### config.mk
export PLATFORM = sky130hd
export DESIGN_NAME = crs_status_control
export DESIGN_NICKNAME = d
export VERILOG_FILES = /design/src/crs_pkg.sv /design/src/crs_status_control.sv
export SDC_FILE = /design/constraint.sdc
export NUM_CORES = 1
export LEC_CHECK = 0
export BUFFER_PORTS_ARGS = -buffer_cell sky130_fd_sc_hd__buf_2
export CAP_MARGIN = 10
export CORE_UTILIZATION = 45
export DETAILED_ROUTE_END_ITERATION = 6
export GPL_TIMING_DRIVEN = 0
export PLACE_DENSITY = 0.78
export SYNTH_ARGS = -nofsm -noshare
export SYNTH_HDL_FRONTEND = slang
export SYNTH_SLANG_ARGS = --single-unit
### constraint.sdc
create_clock -name hclk -period 4.8 [get_ports hclk]
set_input_delay 0.96 -clock hclk [delete_from_list [all_inputs] [get_ports hclk]]
set_output_delay 0.96 -clock hclk [all_outputs]
set_load 0.02 [all_outputs]
### src/crs_pkg.sv
// constants and carrier types of the card reader status and control block
package crs_pkg;
   // register indices; byte address is four times the index
   localparam logic [3:0] IDX_CSR = 4'h0;
   localparam logic [3:0] IDX_TOC = 4'h8;
   localparam logic [3:0] IDX_TIMEOUT_COUNT_LOW = 4'h9;
   localparam logic [3:0] IDX_TIMEOUT_COUNT_MID = 4'ha;
   localparam logic [3:0] IDX_TIMEOUT_COUNT_HIGH = 4'hb;
   localparam logic [3:0] IDX_FCR = 4'hc;
   localparam logic [3:0] IDX_MSR = 4'hd;
   localparam logic [3:0] IDX_USR = 4'he;
   localparam logic [3:0] IDX_HSR = 4'hf;
   // card select fields
   localparam int CSR_UART_RST_BIT = 3;
   localparam logic [7:0] CSR_USED_MASK = 8'h08;
   localparam logic [7:0] CSR_RST = 8'h00;
   // hardware event status fields
   localparam int HSR_SHUTDOWN_REQUEST_FLAG_BIT = 7;
   localparam int HSR_PROT_BIT = 5;
   localparam int HSR_SUPERVISOR_LATCH_BIT = 4;
   localparam int HSR_PRES_BIT = 2;
   localparam int HSR_HEAT_BIT = 0;
   localparam logic [7:0] HSR_USED_MASK = 8'hb5;
   localparam logic [7:0] HSR_IRQ_MASK = 8'ha5;
   localparam logic [7:0] HSR_EMERG_MASK = 8'h35;
   localparam logic [7:0] HSR_RST = 8'h00;
   // uart status fields
   localparam int USR_FLAG_BIT = 0;
   localparam int USR_TMAIN_BIT = 1;
   localparam int USR_TAUX_BIT = 2;
   // mixed status fields
   localparam int MSR_PRES_BIT = 0;
   localparam int MSR_FLAG_BIT = 1;
   // fifo control fields
   localparam int FCR_DEPTH_LSB = 0;
   localparam int FCR_RETX_BIT = 3;
   localparam int FCR_FLAG_MASK_BIT = 7;
   localparam logic [7:0] FCR_RST = 8'h00;
   // time-out configuration fields
   localparam int TOC_MAIN_LSB = 0;
   localparam int TOC_AUX_LSB = 2;
   localparam int TOC_SPLIT_BIT = 4;
   localparam logic [7:0] TOC_RST = 8'h00;
   localparam logic [7:0] TOR_RST = 8'h00;
   // least time the uart reset bit stays low before activation
   localparam int UART_RST_MIN_NS = 10;
   localparam int CLK_PERIOD_NS = 8;
   localparam int UART_RST_MIN_CYC = (UART_RST_MIN_NS + CLK_PERIOD_NS - 1) / CLK_PERIOD_NS;
   // time-out counter start modes
   localparam logic [1:0] TMODE_OFF = 2'h0;
   localparam logic [1:0] TMODE_WRITE = 2'h1;
   localparam logic [1:0] TMODE_STARTBIT = 2'h2;
   localparam logic [1:0] TMODE_RELOAD = 2'h3;
   typedef enum logic [1:0] {TMR_IDLE, TMR_WAIT_START, TMR_RUN} crs_tmr_state_t;
   // fault sources from the analog card interface
   typedef struct packed {
      logic vcc_fault;
      logic rst_fault;
      logic overheat;
      logic supply_dropout;
   } crs_faults_t;
   // settings handed to the iso uart
   typedef struct packed {
      logic uart_reset_n;
      logic [2:0] fifo_depth_m1;
      logic auto_retransmit;
   } crs_uart_cfg_t;
endpackage

### src/crs_status_control.sv
// card reader general control and status registers on an ahb-lite slave
//
// Register access over AHB-Lite was left to the implementer.
`timescale 1ns/1ns
`default_nettype none
module crs_status_control (
   // clock and reset
   input wire logic hclk,
   input wire logic hresetn,
   // ahb-lite slave
   input wire logic hsel,
   input wire logic [31:0] haddr,
   input wire logic [1:0] htrans,
   input wire logic hwrite,
   input wire logic [2:0] hsize,
   input wire logic [31:0] hwdata,
   input wire logic hready,
   output logic hreadyout,
   output logic hresp,
   output logic [31:0] hrdata,
   // event sources
   input wire logic shutdown_request_pin_n,
   input wire crs_pkg::crs_faults_t faults,
   input wire logic por_pulse,
   input wire logic card_presence_bit,
   input wire logic tx_empty_rx_full_flag,
   input wire logic etu_tick,
   input wire logic io_start_bit,
   // results
   output logic interrupt_out_n,
   output logic activation_stop,
   output crs_pkg::crs_uart_cfg_t uart_cfg
);

   // ----------------------------------------
   // address decode
   // ----------------------------------------
   function automatic logic reg_hit(input logic [31:0] a, input logic [3:0] idx);
      reg_hit = (a[31:6] == 26'h0) && (a[5:2] == idx);
   endfunction

   logic acc;
   logic rd_acc;
   logic hsr_rd_acc;
   logic usr_rd_acc;
   logic wr_pend_q;
   logic [31:0] wr_addr_q;
   logic [31:0] rdata_d;
   logic [31:0] hrdata_q;
   logic [7:0] csr_q;
   logic [7:0] toc_q;
   logic [7:0] fcr_q;
   logic [7:0] usr_q;
   logic [7:0] usr_d;
   logic [7:0] hsr_q;
   logic [7:0] hsr_set;
   logic [7:0] clr_q;
   logic [7:0] mixed_status_reg;
   logic [7:0] tor_q [3];
   logic pin_q;
   logic pres_q;
   logic pres_vld_q;
   logic flag_q;
   logic irq_n_q;
   logic stop_q;
   logic toc_arm_q;
   logic uart_rst_n;
   logic [1:0] tmode [2];
   logic [23:0] tload [2];
   logic [23:0] tcnt_q [2];
   logic texp [2];
   crs_pkg::crs_tmr_state_t tst_q [2];

   // zero wait state, always okay
   assign hreadyout = 1'b1;
   assign hresp = 1'b0;
   assign hrdata = hrdata_q;
   assign acc = hsel && htrans[1] && hready;
   assign rd_acc = acc && !hwrite;
   assign hsr_rd_acc = rd_acc && reg_hit(haddr, crs_pkg::IDX_HSR);
   assign usr_rd_acc = rd_acc && reg_hit(haddr, crs_pkg::IDX_USR);
   assign uart_rst_n = csr_q[crs_pkg::CSR_UART_RST_BIT];

   // write address held into the data phase
   always_ff @(posedge hclk or negedge hresetn) begin
      if (!hresetn) begin
         wr_pend_q <= 1'b0;
         wr_addr_q <= 32'h0;
      end else begin
         wr_pend_q <= acc && hwrite;
         if (acc) begin
            wr_addr_q <= haddr;
         end
      end
   end

   // ----------------------------------------
   // read path
   // ----------------------------------------
   // mixed status is polled only and feeds no interrupt
   always_comb begin
      mixed_status_reg = 8'h00;
      mixed_status_reg[crs_pkg::MSR_PRES_BIT] = card_presence_bit;
      mixed_status_reg[crs_pkg::MSR_FLAG_BIT] = tx_empty_rx_full_flag;
   end

   // read mux; unmapped addresses read zero
   always_comb begin
      rdata_d = 32'h0;
      if (haddr[31:6] == 26'h0) begin
         case (haddr[5:2])
            crs_pkg::IDX_CSR: rdata_d[7:0] = csr_q & crs_pkg::CSR_USED_MASK;
            crs_pkg::IDX_TOC: rdata_d[7:0] = toc_q;
            crs_pkg::IDX_TIMEOUT_COUNT_LOW: rdata_d[7:0] = tor_q[0];
            crs_pkg::IDX_TIMEOUT_COUNT_MID: rdata_d[7:0] = tor_q[1];
            crs_pkg::IDX_TIMEOUT_COUNT_HIGH: rdata_d[7:0] = tor_q[2];
            crs_pkg::IDX_FCR: rdata_d[7:0] = fcr_q;
            crs_pkg::IDX_MSR: rdata_d[7:0] = mixed_status_reg;
            crs_pkg::IDX_USR: rdata_d[7:0] = usr_q;
            crs_pkg::IDX_HSR: rdata_d[7:0] = hsr_q & crs_pkg::HSR_USED_MASK;
            default: rdata_d = 32'h0;
         endcase
      end
   end

   // read data captured in the address phase
   always_ff @(posedge hclk or negedge hresetn) begin
      if (!hresetn) begin
         hrdata_q <= 32'h0;
      end else if (rd_acc) begin
         hrdata_q <= rdata_d;
      end
   end

   // ----------------------------------------
   // control registers
   // ----------------------------------------
   // card select: only the uart reset bit is kept
   always_ff @(posedge hclk or negedge hresetn) begin
      if (!hresetn) begin
         csr_q <= crs_pkg::CSR_RST;
      end else if (wr_pend_q && reg_hit(wr_addr_q, crs_pkg::IDX_CSR)) begin
         csr_q <= hwdata[7:0] & crs_pkg::CSR_USED_MASK;
      end
   end

   // fifo control, held at its initial value during uart reset
   always_ff @(posedge hclk or negedge hresetn) begin
      if (!hresetn) begin
         fcr_q <= crs_pkg::FCR_RST;
      end else if (!uart_rst_n) begin
         fcr_q <= crs_pkg::FCR_RST;
      end else if (wr_pend_q && reg_hit(wr_addr_q, crs_pkg::IDX_FCR)) begin
         fcr_q <= hwdata[7:0];
      end
   end

   // uart settings out
   always_comb begin
      uart_cfg.uart_reset_n = uart_rst_n;
      uart_cfg.fifo_depth_m1 = fcr_q[crs_pkg::FCR_DEPTH_LSB +: 3];
      uart_cfg.auto_retransmit = fcr_q[crs_pkg::FCR_RETX_BIT];
   end

   // time-out configuration; a write arms the counters a cycle later
   always_ff @(posedge hclk or negedge hresetn) begin
      if (!hresetn) begin
         toc_q <= crs_pkg::TOC_RST;
         toc_arm_q <= 1'b0;
      end else begin
         toc_arm_q <= wr_pend_q && reg_hit(wr_addr_q, crs_pkg::IDX_TOC);
         if (wr_pend_q && reg_hit(wr_addr_q, crs_pkg::IDX_TOC)) begin
            toc_q <= hwdata[7:0];
         end
      end
   end

   // time-out reload values, low, mid and high bytes
   for (genvar g = 0; g < 3; g++) begin : g_tor
      always_ff @(posedge hclk or negedge hresetn) begin
         if (!hresetn) begin
            tor_q[g] <= crs_pkg::TOR_RST;
         end else if (wr_pend_q && reg_hit(wr_addr_q, crs_pkg::IDX_TIMEOUT_COUNT_LOW + 4'(g))) begin
            tor_q[g] <= hwdata[7:0];
         end
      end
   end

   // ----------------------------------------
   // time-out counters
   // ----------------------------------------
   // counter 0 is 24-bit, or 16-bit when split; counter 1 is 8-bit, split only
   always_comb begin
      tmode[0] = toc_q[crs_pkg::TOC_MAIN_LSB +: 2];
      tmode[1] = toc_q[crs_pkg::TOC_SPLIT_BIT] ? toc_q[crs_pkg::TOC_AUX_LSB +: 2]
                                                : crs_pkg::TMODE_OFF;
      tload[0] = toc_q[crs_pkg::TOC_SPLIT_BIT] ? {8'h00, tor_q[2], tor_q[1]}
                                                : {tor_q[2], tor_q[1], tor_q[0]};
      tload[1] = {16'h0000, tor_q[0]};
   end

   for (genvar g = 0; g < 2; g++) begin : g_tmr
      // expiry on the tick that brings the count to its end
      assign texp[g] = (tst_q[g] == crs_pkg::TMR_RUN) && etu_tick && (tcnt_q[g] <= 24'h000001);

      always_ff @(posedge hclk or negedge hresetn) begin
         if (!hresetn) begin
            tst_q[g] <= crs_pkg::TMR_IDLE;
            tcnt_q[g] <= 24'h0;
         end else if (toc_arm_q) begin
            case (tmode[g])
               crs_pkg::TMODE_WRITE, crs_pkg::TMODE_RELOAD: begin
                  tst_q[g] <= crs_pkg::TMR_RUN;
                  tcnt_q[g] <= tload[g];
               end
               crs_pkg::TMODE_STARTBIT: begin
                  tst_q[g] <= crs_pkg::TMR_WAIT_START;
               end
               default: begin
                  tst_q[g] <= crs_pkg::TMR_IDLE;
               end
            endcase
         end else begin
            case (tst_q[g])
               crs_pkg::TMR_WAIT_START: begin
                  if (io_start_bit) begin
                     tst_q[g] <= crs_pkg::TMR_RUN;
                     tcnt_q[g] <= tload[g];
                  end
               end
               crs_pkg::TMR_RUN: begin
                  if (texp[g]) begin
                     if (tmode[g] == crs_pkg::TMODE_RELOAD) begin
                        tcnt_q[g] <= tload[g];
                     end else begin
                        tst_q[g] <= crs_pkg::TMR_IDLE;
                     end
                  end else if (etu_tick) begin
                     tcnt_q[g] <= tcnt_q[g] - 24'h000001;
                  end
               end
               default: begin
                  tst_q[g] <= crs_pkg::TMR_IDLE;
               end
            endcase
         end
      end
   end

   // ----------------------------------------
   // uart status
   // ----------------------------------------
   // sticky events, cleared by a read; a new event wins over the clear
   always_comb begin
      usr_d = usr_rd_acc ? 8'h00 : usr_q;
      usr_d[crs_pkg::USR_FLAG_BIT] = usr_d[crs_pkg::USR_FLAG_BIT] | (tx_empty_rx_full_flag
                                                                    & !flag_q);
      usr_d[crs_pkg::USR_TMAIN_BIT] = usr_d[crs_pkg::USR_TMAIN_BIT] | texp[0];
      usr_d[crs_pkg::USR_TAUX_BIT] = usr_d[crs_pkg::USR_TAUX_BIT] | texp[1];
   end

   always_ff @(posedge hclk or negedge hresetn) begin
      if (!hresetn) begin
         usr_q <= 8'h00;
         flag_q <= 1'b0;
      end else begin
         flag_q <= tx_empty_rx_full_flag;
         usr_q <= uart_rst_n ? usr_d : 8'h00;
      end
   end

   // ----------------------------------------
   // hardware event status
   // ----------------------------------------
   // set sources of the latches
   always_comb begin
      hsr_set = 8'h00;
      hsr_set[crs_pkg::HSR_SHUTDOWN_REQUEST_FLAG_BIT] = !shutdown_request_pin_n;
      hsr_set[crs_pkg::HSR_PROT_BIT] = faults.vcc_fault | faults.rst_fault;
      hsr_set[crs_pkg::HSR_SUPERVISOR_LATCH_BIT] = por_pulse | faults.supply_dropout
                                       | (shutdown_request_pin_n & !pin_q);
      hsr_set[crs_pkg::HSR_PRES_BIT] = pres_vld_q && (card_presence_bit != pres_q);
      hsr_set[crs_pkg::HSR_HEAT_BIT] = faults.overheat;
   end

   // clear mask taken at the read, applied one edge later
   always_ff @(posedge hclk or negedge hresetn) begin
      if (!hresetn) begin
         clr_q <= 8'h00;
      end else if (hsr_rd_acc) begin
         clr_q <= hsr_q & crs_pkg::HSR_USED_MASK;
         clr_q[crs_pkg::HSR_SHUTDOWN_REQUEST_FLAG_BIT] <= hsr_q[crs_pkg::HSR_SHUTDOWN_REQUEST_FLAG_BIT]
                                         & shutdown_request_pin_n;
         clr_q[crs_pkg::HSR_SUPERVISOR_LATCH_BIT] <= hsr_q[crs_pkg::HSR_SUPERVISOR_LATCH_BIT] & !por_pulse;
      end else begin
         clr_q <= 8'h00;
      end
   end

   // latches; a set in the clearing cycle wins
   always_ff @(posedge hclk or negedge hresetn) begin
      if (!hresetn) begin
         hsr_q <= crs_pkg::HSR_RST;
         pin_q <= 1'b1;
         pres_q <= 1'b0;
         pres_vld_q <= 1'b0;
      end else begin
         hsr_q <= hsr_set | (hsr_q & ~clr_q);
         pin_q <= shutdown_request_pin_n;
         pres_q <= card_presence_bit;
         pres_vld_q <= 1'b1;
      end
   end

   // ----------------------------------------
   // interrupt and emergency stop
   // ----------------------------------------
   always_ff @(posedge hclk or negedge hresetn) begin
      if (!hresetn) begin
         irq_n_q <= 1'b1;
         stop_q <= 1'b0;
      end else begin
         irq_n_q <= !(|(hsr_q & crs_pkg::HSR_IRQ_MASK)
                      | (usr_q[crs_pkg::USR_FLAG_BIT] & !fcr_q[crs_pkg::FCR_FLAG_MASK_BIT])
                      | usr_q[crs_pkg::USR_TMAIN_BIT] | usr_q[crs_pkg::USR_TAUX_BIT]);
         stop_q <= |(hsr_set & crs_pkg::HSR_EMERG_MASK);
      end
   end

   assign interrupt_out_n = irq_n_q;
   assign activation_stop = stop_q;
endmodule
`default_nettype wire

=== Yosys cells after proc, flatten, opt, wreduce, memory -nomap -nowiden ===
Cells that the tools add are included.

* Shift-type cells: 0
* Muxes and demuxes: 34
* $mul: 0
* Bitwise operators: 17
* Add/sub/neg operators: 2
* Divide/modulo/power cells: 0
* Eq/ne operators: 38
* Order comparisons: 2
* Reductions and logical operators: 46

{| class="wikitable"
|+ Operators with widths
! cell !! number
|-
| $mux 24 || 13
|-
| $pmux 24 s2 || 2
|-
| $pmux 8 s9 || 1
|-
| $eq 4x4->1 const B || 13
|-
| $logic_not 26->1 || 2
|-
| $le 24x1->1 const B || 2
|-
| $mux 8 || 6
|-
| $sub 24x1->24 const B || 2
|-
| $logic_and 1x1->1 || 25
|-
| $ne 3x3->1 const B || 6
|-
| $mux 2 || 8
|-
| $pmux 2 s2 || 4
|-
| $eq 2x2->1 const B || 6
|-
| $reduce_and 5->1 || 2
|-
| $or 1x1->1 || 9
|-
| $and 8x8->8 || 1
|-
| $eq 2x1->1 const B || 4
|-
| $logic_not 4->1 || 2
|-
| $ne 2x1->1 const B || 4
|-
| $ne 4x3->1 const B || 2
|-
| $ne 4x4->1 const B || 2
|-
| $not 8->8 || 1
|-
| $or 8x8->8 || 1
|-
| $reduce_or 4->1 || 2
|-
| other kinds (6) || 19
|}

* Register bits after elaboration: 189
* Memories kept: 0
* Word-level logic and storage cells: 163
* ROM bits: 0
* Bits of input ports: 84
* RAM bits: 0
* Bits in latches: 0

=== Logic depth before layout (Yosys ltp) ===
Gate-level depths: netlist of the first run.

* Word-level depth: 7
* Depth in mapped cells: 10

=== Least setup slack after synthesis of the first run ===
No wires, ideal clock.

* Kind: input-to-reg
* From: in etu_tick
* To: reg tcnt_q[15] (netlist name)
* Path slack: 2.115 ns
* Stages on the path: 8
* Data arrival time: 2.567 ns
* Data required time: 4.681 ns
* Cells stage by stage: inv_1 > nor4b_1 > and3_1 > nor3b_2 > a41o_1 > buf_4 > buf_4 > nor2_1

* Cells in the longest elaborated chain, start to end: 5
* Elaborated cells between the ends (all ways): 8
* Classes of those cells: 2 x eq/ne; 3 x mux; 3 x reduce/logical

{| class="wikitable"
|+ RTL lines
! item !! line !! text
|-
| start, declared || crs_status_control.sv:27 || <nowiki>input wire logic etu_tick,</nowiki>
|-
| $logic_and 1x1->1 (2 in a row) || crs_status_control.sv:204 || <nowiki>assign texp[g] = (tst_q[g] == crs_pkg::TMR_RUN) && etu_tick && (tcnt_q[g] <= 24'h000001);</nowiki>
|-
| $mux 24 || crs_status_control.sv:232 || <nowiki>if (texp[g]) begin</nowiki>
|-
| $pmux 24 s2 || crs_status_control.sv:224 || <nowiki>case (tst_q[g])</nowiki>
|-
| $mux 24 || crs_status_control.sv:210 || <nowiki>end else if (toc_arm_q) begin</nowiki>
|-
| end signal, assigned by index || crs_status_control.sv:214 || <nowiki>tcnt_q[g] <= tload[g];</nowiki>
|-
| end signal, assigned by index || crs_status_control.sv:228 || <nowiki>tcnt_q[g] <= tload[g];</nowiki>
|-
| end signal, assigned by index || crs_status_control.sv:234 || <nowiki>tcnt_q[g] <= tload[g];</nowiki>
|-
| end, declared || crs_status_control.sv:70 || <nowiki>logic [23:0] tcnt_q [2];</nowiki>
|}

Several ways; a longest one is shown, not always the timed one.
A chain may end at the register's enable or synchronous reset.

=== Worst setup path after layout of the first run ===
* From: reg tcnt_q[0] (netlist name)
* To: reg tcnt_q[22] (netlist name)

* Cells in the longest elaborated chain, start to end: 5
* Elaborated cells between the ends (all ways): 10
* Classes of those cells: 1 x add/sub; 1 x order compare; 2 x eq/ne; 4 x mux; 2 x reduce/logical

{| class="wikitable"
|+ RTL lines
! item !! line
|-
| $sub 24x1->24 or $le 24x1->1 (tied branches) || crs_status_control.sv:239, crs_status_control.sv:204
|-
| $mux 24 or $logic_and 1x1->1 (tied branches) || crs_status_control.sv:238, crs_status_control.sv:204
|-
| $mux 24 || crs_status_control.sv:232
|-
| $pmux 24 s2 || crs_status_control.sv:224
|-
| $mux 24 || crs_status_control.sv:210
|}

Several ways; a longest one is shown, not always the timed one. The select of a mux whose other input is x is not followed.

==> results of run 1 <==
-- where the power goes --
part | total (uW) | switching (uW) | internal (uW)
combinational | 663 | 373 | 291
sequential | 1560 | 130 | 1430
clock | 1280 | 580 | 704
-- per-layer routing --
| layer | part of all wire, % | global-route usage [%] | vias to the layer above |
|---|---|---|---|
| met4 | 2.5 | 7.96 | 0 |
| li1 | - | - | 3037 |
| met5 | 0 | 0 | - |
| met2 | 49 | 36.8 | 293 |
| met3 | 7.7 | 6.15 | 45 |
| met1 | 41 | 30.2 | 3208 |
-- through the flow --
stage	setup slack (ns)	cell area [um^2]
2_1_floorplan	2.11	8200
3_3_place_gp	0.555	8800
3_5_place_dp	1.56	8840
4_1_cts	1.89	9400
5_1_grt	1.64	9400
6_report	1.82	9400
-- state kept, by name (all words and copies together), names as in the netlist, 3 cells and up --
register,count
hrdata,8
tor_q,16
tcnt_q,48
fcr_q,8
wr_addr_q,30
tst_q,4
hsr_q,5
usr_q,3
toc_q,8
clr_q,5
tload,8
-- worst max-delay path: stages, from the launching register on --
cell,delay (ns)
dfrtp_1,0.44
inv_1,0.08
ha_1,0.25
nor2_1,0.07
nor4b_1,0.70
and3_1,0.31
nor3b_2,0.37
a41o_1,0.22
buf_4,0.16
buf_4,0.18
nor2_1,0.06
-- logic make-up after synthesis --
family	count (synthesis)
simple gates	259
compound gates	153
flops	152
mux	102
buf+inv	93
xor+xnor	15
fa+ha+maj	4
other cells	2
-- placed cells by master (no fill, tap or decap), types with 4 or more instances in the layout --
| cell | count |
|---|---|
| xnor2_1 | 9 |
| a21oi_1 | 27 |
| conb_1 | 27 |
| nand3_1 | 18 |
| nand2_1 | 47 |
| inv_1 | 24 |
| nor2_1 | 62 |
| xor2_1 | 6 |
| o31a_1 | 4 |
| nor4_1 | 23 |
| ha_1 | 4 |
| a211oi_1 | 5 |
| clkbuf_16 | 17 |
| a31oi_1 | 7 |
| a22oi_1 | 5 |
| o21ai_0 | 51 |
| buf_1 | 4 |
| mux2i_1 | 25 |
| buf_4 | 33 |
| o22ai_1 | 6 |
| inv_6 | 7 |
| nor3_1 | 16 |
| mux4_2 | 6 |
| and3_1 | 6 |
| and2_1 | 4 |
| nor2b_1 | 17 |
| nand4_1 | 9 |
| or3_1 | 12 |
| dfrtp_1 | 150 |
| a41o_1 | 4 |
| buf_2 | 71 |
| o211ai_1 | 8 |
| clkbuf_1 | 25 |
| mux2_2 | 71 |
| or4_1 | 8 |
-- path summary, 6_finish.rpt --
kind / slack [ns] / from / end
worst max-delay path: 1.82 / tcnt_q[0] / tcnt_q[22]
max in group asynchronous: 3.38 / hresetn / tcnt_q[13]
min in group asynchronous: 0.59 / hresetn / tcnt_q[35]
worst min-delay path: 0.42 / clr_q[4] / hsr_q[4]
worst min register to register: 0.42 / clr_q[4] / hsr_q[4]
worst max register to register: 1.82 / tcnt_q[0] / tcnt_q[22]
-- cell type report --
cell class	instances	area [um^2]	share of cell area (%)
timing repair buffer	66	359	3.82
buffer	69	392	4.17
sequential	152	3810	40.5
tap	225	282	3.00
inverter	24	90.1	0.958
clock buffer	19	453	4.82
antenna	1	2.50	0.0266
multi-input combinational	560	3910	41.6
clock inverter	12	105	1.12
==> impl_metrics.env, run 1 <==
export IMPL_yosys_area_top_type="dfrtp_1"
export IMPL_vias_in_the_first_global_route=6334
export IMPL_top_level_i_o_count=125
export IMPL_critical_path_startpoint_category="flop"
export IMPL_netlist_instances=780
export IMPL_hpwlAfterDp_mm=14.4
export IMPL_power_per_cell_area_mw_per_mm2=373
export IMPL_mapped_area_mm2=0.00810
export IMPL_worstSkewPairLatency_ns=0.43
export IMPL_chipHeight_um=136
export IMPL_cts_resized_gates=0
export IMPL_final_fill_count=1515
export IMPL_synth_warn=0
export IMPL_layoutNonFillerInstCount=1128
export IMPL_grt_pass1_wl_mm=32.7
export IMPL_first_pass_iters=5
export IMPL_synth_avg_cell_area_um2=10.4
export IMPL_min_period_ns=2.98
export IMPL_area_share_of_fa_ha_maj_cells_after_synthesis_pct=0.618
export IMPL_htree_num_levels=4
export IMPL_clk_transition_reported_paths_ns=0.07
export IMPL_ys_types=80
export IMPL_finalWeightedCongestion=0.974
export IMPL_status="finished clean"
export IMPL_antenna_left=0
export IMPL_pin_count_of_the_biggest_net_entering_global_routing=81
export IMPL_final_core_util_pct=54.0
export IMPL_clockRootBuffer="clkbuf_16"
export IMPL_ys_seq_elements=152
export IMPL_finalSetupViolCount=0
export IMPL_synth_largest_type_area_fraction_pct=46.3
export IMPL_crit_path_max_fanout=10
export IMPL_synth_simple_area_share_pct=17.7
export IMPL_setup_worst_path_class="reg -> reg"
export IMPL_post_synth_most_frequent_cells="dfrtp_1 (150), mux2_2 (71), nor2_1 (62)"
export IMPL_slew_violations=0
export IMPL_post_cts_setup_buffer_count=0
export IMPL_overflow=0
export IMPL_holdPathStages=1
export IMPL_sequential_element_share_of_the_synthesized_area_pct=47.0
export IMPL_initial_core_utilization_pct=46.5
export IMPL_main_combinational_cell_family_by_area_after_synthesis="simple AND/OR/NAND/NOR gates"
export IMPL_slew_headroom_pct=42.7
export IMPL_drt_first_iter_violations=602
export IMPL_flow_area_growth_from_synthesis_pct=16.0
export IMPL_grtUsageTotal_pct=23.1
export IMPL_critPathRequiredTime_ns=5.11
export IMPL_synth_mux_area_fraction_pct=14.6
export IMPL_clkSinkCount=152
export IMPL_number_of_synthesized_flops_with_an_enable_pin=0
export IMPL_synth_flop_cell="dfrtp_1"
export IMPL_synth_xor_area_share_pct=1.62
export IMPL_worst_r2r_path_depth=10
export IMPL_numPortBuffers=65
export IMPL_postSynth_asyncResetShare_pct=100
export IMPL_fin_skew_ns=0.0124
export IMPL_post_cts_hold_buffer_count=0
export IMPL_wirelength_mm=20.4
export IMPL_fin_worst_hold_slack_ns=0.425
export IMPL_final_hold_violation_count=0
export IMPL_post_drt_via_cell_ratio=5.84
export IMPL_grt_antenna_before_repair=0
export IMPL_placedCellCount=1096
export IMPL_final_layout_size_suffix_gt1_share_pct=26.8
export IMPL_rows=48
export IMPL_synth_area_top_cells="dfrtp_1 (46%), mux2_2 (9.9%), o21ai_0 (3.1%)"
export IMPL_hp_class="reg -> reg"
export IMPL_cts_made_buffers=17
export IMPL_net_total_in_the_final_layout=978
export IMPL_ir_drop_mv=0.279
export IMPL_cts_path_max_buffers=2
export IMPL_grt_setup_unrepaired="no"
export IMPL_routed_length_per_instance_um=18.1
export IMPL_core_area_mm2=0.0174
export IMPL_post_route_period_util_pct=62.1
export IMPL_cell_with_the_most_instances_after_synthesis="dfrtp_1"
export IMPL_maximum_capacitance_violations=0
export IMPL_power_uw=3500
export IMPL_tritoncts="done"
export IMPL_endpoint_kind="flop"
export IMPL_die_area_mm2=0.0185
export IMPL_setup_tns_final_ns=0
export IMPL_synthesized_area_fraction_occupied_by_ao_oa_aoi_and_oai_cells_pct=12.4
export IMPL_fmaxAchievable_mhz=336
export IMPL_critPathArrivalTime_ns=3.29
export IMPL_max_slew_worst_pin_slew_ns=0.847
export IMPL_detail_route_drc_violations=0
export IMPL_leakage_power_summed_over_all_cells_uw=0.00427
export IMPL_vias=6583
export IMPL_fp_dieW_um=136
Power figures use the tool's default switching activity.
==> inputs of run 2 (changes only) <==
- clock period: 4.8 -> 2.9 ns (I/O delays scaled with it)
==> run 2 against run 1 <==
Against the previous run: setup slack got worse by 1.7 ns; via count is 0.53% higher; global-route usage about the same; count of clock-buffer cells in the layout did not move.
==> impl_metrics.env, run 2 (synthesis gave the netlist of run 1 again) <==
export IMPL_status="finished clean"
export IMPL_power_switching_uw=1790
export IMPL_detail_route_drc_violations=0
export IMPL_fin_skew_ns=0.0111
export IMPL_grtUsageTotal_pct=23.1
export IMPL_post_cts_setup_buffer_count=0
export IMPL_cts_path_max_buffers=2
export IMPL_setup_reg_to_reg_worst_slack_ns=0.16
export IMPL_largest_reg_flops=48
export IMPL_power_uw=5800
export IMPL_tritoncts="done"
export IMPL_clk_transition_reported_paths_ns=0.06
export IMPL_rr_startpoint="tcnt_q[8]"
export IMPL_initial_core_utilization_pct=46.5
export IMPL_power_combinational_fraction_pct=19.0
export IMPL_hp_class="in -> async"
export IMPL_flow_area_growth_from_synthesis_pct=16.2
export IMPL_vias=6618
export IMPL_fmaxAchievable_mhz=365
export IMPL_worst_r2r_endpoint="tcnt_q[22]"
export IMPL_globalRoute_busiestLayer="met2"
export IMPL_power_per_cell_area_mw_per_mm2=616
export IMPL_leakage_power_summed_over_all_cells_uw=0.00427
export IMPL_post_cts_hold_buffer_count=0
export IMPL_drt_first_iter_violations=618
export IMPL_min_period_ns=2.74
export IMPL_final_fill_count=1516
export IMPL_met1_usage_pct=30.2
export IMPL_grt_pass1_wl_mm=32.7
export IMPL_setup_worst_path_class="reg -> reg"
export IMPL_clkSinkCount=152
export IMPL_net_total_in_the_final_layout=978
export IMPL_power_share_switching_pct=30.9
export IMPL_grt_setup_unrepaired="no"
export IMPL_worst_r2r_path_depth=9
export IMPL_slew_headroom_pct=45.5
export IMPL_critPathArrivalTime_ns=3.05
export IMPL_wirelength_mm=20.3
export IMPL_crit_path_max_fanout=10
export IMPL_grt_antenna_before_repair=0
export IMPL_final_hold_violation_count=0
export IMPL_vias_in_the_first_global_route=6342
export IMPL_maximum_capacitance_violations=0
export IMPL_ir_drop_mv=0.460
export IMPL_regMostFlops="tcnt_q"
export IMPL_htree_num_levels=4
export IMPL_worstSetupEndpoint="tcnt_q[22]"
export IMPL_rows=48
export IMPL_finalWeightedCongestion=0.974
export IMPL_crit_path_start="tcnt_q[8]"
export IMPL_fp_dieW_um=136
export IMPL_pin_count_of_the_biggest_net_entering_global_routing=81
export IMPL_slew_violations=0
export IMPL_mostFrequentLayoutCell="dfrtp_1"
export IMPL_chipHeight_um=136
export IMPL_max_slew_worst_pin_slew_ns=0.818
export IMPL_endpoint_kind="flop"
export IMPL_overflow=0
export IMPL_fin_area_mm2=0.00941
export IMPL_critical_path_startpoint_category="flop"
export IMPL_final_layout_size_suffix_gt1_share_pct=27.2
export IMPL_grt_met3_usage_pct=6.15
export IMPL_numPortBuffers=65
export IMPL_post_drt_via_cell_ratio=5.87
export IMPL_mostFrequentLayoutCells="dfrtp_1 (150), buf_2 (71), mux2_2 (71), nor2_1 (61), o21ai_0 (51)"
export IMPL_worstSkewPairLatency_ns=0.43
export IMPL_setup_tns_final_ns=0
export IMPL_first_pass_iters=5
export IMPL_cts_made_buffers=17
export IMPL_critPathRequiredTime_ns=3.21
export IMPL_place_area_mm2=0.00884
export IMPL_grt_use_met2_pct=36.8
export IMPL_pwr_share_seq_pct=44.4
export IMPL_top_level_i_o_count=125
export IMPL_antenna_left=0
export IMPL_routed_length_per_instance_um=18.0
export IMPL_clockPowerShare_pct=36.6
export IMPL_cellInternalPower_uw=4010
export IMPL_post_route_period_util_pct=94.5
export IMPL_finalSetupViolCount=0
export IMPL_die_area_mm2=0.0185
export IMPL_core_area_mm2=0.0174
export IMPL_clockRootBuffer="clkbuf_16"
export IMPL_hpwlAfterDp_mm=14.4
export IMPL_biggestRegsByFlops="tcnt_q: 48 flops, wr_addr_q: 30 flops, tor_q: 16 flops"
## run 2: power groups by stage
stage	logic, uW	clock network, uW	registers, uW
2_1_floorplan	827	0	2550
3_3_place_gp	1040	0	2590
3_5_place_dp	1080	0	2600
4_1_cts	1100	2160	2570
5_1_grt	1220	2250	2610
6_report	1100	2130	2580
## run 2: worst min-delay path by stage
stage / start / endpoint / slack [ns] / cells after the start
after global placement: clr_q[4] / hsr_q[4] / 0.40 / 1
after global routing: shutdown_request_pin_n / pin_q / 0.25 / 1
after CTS: hresetn / tcnt_q[35] / 0.23 / 1
final: hresetn / tcnt_q[35] / 0.21 / 1
after floorplan: hresetn / activation_stop / 0.28 / 0
after detailed placement: flag_q / usr_q[0] / 0.42 / 1
## run 2: worst max-delay path: stages (launching register included)
cell      delay (ns)
dfrtp_1         0.41
or3_1           0.35
clkbuf_1        0.19
nor4_4          0.41
and3_1          0.27
nor3b_2         0.36
a41o_1          0.22
buf_4           0.16
buf_4           0.18
nor2_1          0.06
## run 2: timing repair
item	in CTS	in global routing
cloned	0	0
resized for setup	1	2
endpoints found under the setup margin	10	20
## run 2: per-layer routing
metal  routed length [um]  vias up  part of all wire [%]
li1                     -     3031                     -
met1                 8360     3231                    41
met2                 9900      296                    49
met3                 1500       60                   7.4
met4                  595        0                   2.9
met5                    0        -                     0
## run 2: metrics by stage
| stage | std cells | util (%) | hold WS [ns] | worst slack [ns] |
|---|---|---|---|---|
| detailed placement | 1096 | 50.7 | 0.416 | 0.0105 |
| floorplan | 805 | - | 0.284 | 0.478 |
| finish | 1128 | 54.1 | 0.208 | 0.161 |
| CTS | 1127 | 54.0 | 0.234 | 0.132 |
| global placement | 1095 | 50.6 | 0.403 | -0.965 |
| global route | 1127 | 54.0 | 0.254 | 0.0446 |
## run 2: layout make-up
class                      instances  area, um^2  share of cell area (%)
tap                              225         282                    2.99
timing repair buffer              66         359                    3.81
inverter                          24        90.1                   0.957
buffer                            69         392                    4.16
antenna                            1        2.50                  0.0266
sequential                       152        3810                    40.4
multi-input combinational        560        3930                    41.7
clock inverter                    12         105                    1.12
clock buffer                      19         453                    4.81
==> inputs of run 3 (changes only) <==
- CORE_UTILIZATION: 45 -> 50
- PLACE_DENSITY: 0.78 -> 0.84
==> run 3 against run 2 <==
Against the previous run: via count up 1.7%; maximum frequency decreased by 0.80%; first-iteration DRC count grew 21%; sequential share of layout area shrank 0.13 points; cell count decreased by 0.71%; critical endpoint is now tcnt_q[40]; largest power group unchanged; highest routed layer unchanged.
==> impl_metrics.env, run 3 (synthesis gave the netlist of run 1 again) <==
export IMPL_status="finished clean"
export IMPL_finalWeightedCongestion=0.982
export IMPL_rows=46
export IMPL_worstSkewPairLatency_ns=0.44
export IMPL_placement_setup_worst_slack_ns=0.00586
export IMPL_crit_path_start="tcnt_q[24]"
export IMPL_fp_dieW_um=129
export IMPL_wirelength_mm=20.5
export IMPL_numPortBuffers=65
export IMPL_fin_skew_ns=0.0139
export IMPL_grtUsageTotal_pct=26.3
export IMPL_hpwlAfterDp_mm=14.5
export IMPL_setup_worst_path_class="reg -> reg"
export IMPL_clkSinkCount=152
export IMPL_rr_startpoint="tcnt_q[24]"
export IMPL_first_pass_iters=6
export IMPL_ir_drop_mv=0.457
export IMPL_biggestRegsByFlops="tcnt_q: 48 flops, wr_addr_q: 30 flops, tor_q: 16 flops"
export IMPL_slowest_cell_on_the_critical_path="or4b_1"
export IMPL_final_hold_violation_count=0
export IMPL_cp_top_family="simple AND/OR/NAND/NOR gates"
export IMPL_ff_latch_area_mm2=0.00381
export IMPL_grt_pass1_wl_mm=33.7
export IMPL_placedCellCount=1087
export IMPL_routed_length_per_instance_um=18.3
export IMPL_critPathArrivalTime_ns=3.13
export IMPL_power_per_cell_area_mw_per_mm2=625
export IMPL_net_total_in_the_final_layout=978
export IMPL_cts_made_buffers=17
export IMPL_final_fill_count=1283
export IMPL_flow_area_growth_from_synthesis_pct=16.6
export IMPL_final_core_util_pct=59.7
export IMPL_setup_tns_final_ns=0
export IMPL_regMostFlops="tcnt_q"
export IMPL_clockRootBuffer="clkbuf_16"
export IMPL_cts_resized_gates=1
export IMPL_multi_input_area_mm2=0.00393
export IMPL_core_area_mm2=0.0158
export IMPL_vias=6728
export IMPL_slew_violations=0
export IMPL_tritoncts="done"
export IMPL_antenna_left=0
export IMPL_min_period_ns=2.76
export IMPL_hp_class="in -> async"
export IMPL_final_layout_size_suffix_gt1_share_pct=27.2
export IMPL_drt_first_iter_violations=749
export IMPL_pin_count_of_the_biggest_net_entering_global_routing=84
export IMPL_endpoint_kind="flop"
export IMPL_critical_path_startpoint_category="flop"
export IMPL_crit_path_max_fanout=7
export IMPL_chipHeight_um=129
export IMPL_max_slew_worst_pin_slew_ns=0.807
export IMPL_slew_headroom_pct=46.2
export IMPL_htree_num_levels=4
export IMPL_slowest_delay_ns=0.54
export IMPL_fmaxAchievable_mhz=362
export IMPL_top_level_i_o_count=125
export IMPL_critPathRequiredTime_ns=3.26
export IMPL_detail_route_drc_violations=0
export IMPL_series_of_cell_instances_along_the_critical_path="inv_1 -> ha_1 -> or4b_1 -> or3_1 -> or2_2 -> or3_1 -> a21oi_1 -> a221o_1"
export IMPL_post_cts_hold_buffer_count=0
export IMPL_largest_reg_flops=48
export IMPL_post_cts_setup_buffer_count=0
export IMPL_post_drt_via_cell_ratio=6.01
export IMPL_final_worst_setup_slack_ns=0.139
export IMPL_mostFrequentLayoutCells="dfrtp_1 (150), buf_2 (71), mux2_2 (71), nor2_1 (61), o21ai_0 (51)"
export IMPL_mostFrequentLayoutCell="dfrtp_1"
export IMPL_leakage_power_summed_over_all_cells_uw=0.00429
export IMPL_maximum_capacitance_violations=0
export IMPL_clk_transition_reported_paths_ns=0.07
export IMPL_grt_antenna_before_repair=1
export IMPL_cts_path_max_buffers=2
export IMPL_overflow=0
export IMPL_post_route_period_util_pct=95.2
export IMPL_vias_in_the_first_global_route=6531
export IMPL_initial_core_utilization_pct=51.2
export IMPL_worst_r2r_path_depth=8
export IMPL_setup_reg_to_reg_worst_slack_ns=0.14
export IMPL_critical_path_top_cell_by_count="or3_1"
export IMPL_grt_setup_unrepaired="no"
export IMPL_count_of_cell_instances_traversed_by_the_critical_path=8
export IMPL_finalSetupViolCount=0
export IMPL_die_area_mm2=0.0167
export IMPL_layoutNonFillerInstCount=1120
export IMPL_critPathBufInv=1
run 3: cell types whose count changed in the layout (fill, tap and decap cells not counted):
cell | before | now
inv_6 | 7 | 5
clkinv_4 | 1 | 0
nor4_2 | 1 | 2
clkinv_8 | 0 | 5
nor4b_1 | 1 | 2
clkbuf_8 | 2 | 0
inv_8 | 2 | 4
nor4_1 | 23 | 22
nor4b_2 | 3 | 2
clkinvlp_4 | 1 | 0
run 3: worst paths after layout:
check	endpoint
worst min-delay path	clr_q[2]
worst max register to register	tcnt_q[40]
worst max-delay path	tcnt_q[40]
worst min register to register	usr_q[0]
min in group hclk	pin_q
max in group asynchronous	tcnt_q[36]
run 3: per-layer routing:
metal,global-route usage [%],vias up,part of all wire (%)
li1,-,3044,-
met1,33.4,3308,41
met2,43.1,321,49
met3,6.61,55,7.3
met4,10.8,0,2.9
met5,0,-,0
run 3: layout make-up:
cell class | instances | area share, %
Buffer | 69 | 4.15
Clock inverter | 15 | 1.85
Clock buffer | 17 | 4.50
Sequential cell | 152 | 40.3
Multi-Input combinational cell | 560 | 41.6
Antenna cell | 1 | 0.0265
Inverter | 24 | 0.954
Timing Repair Buffer | 66 | 3.80
Tap cell | 216 | 2.86
run 3: power by group:
part | total [uW] | internal, uW | switching, uW
Combinational | 1120 | 485 | 635
Sequential | 2580 | 2360 | 219
Clock | 2210 | 1160 | 1040
Total | 5900 | 4010 | 1890
run 3: through the flow:
step	total power (uW)	hold WS (ns)	cell area [um^2]
after CTS	5910	0.189	9430
final	5900	0.157	9450
after global placement	3630	0.407	8790
after floorplan	3380	0.284	8200
after global routing	6190	0.204	9440
after detailed placement	3700	0.416	8830
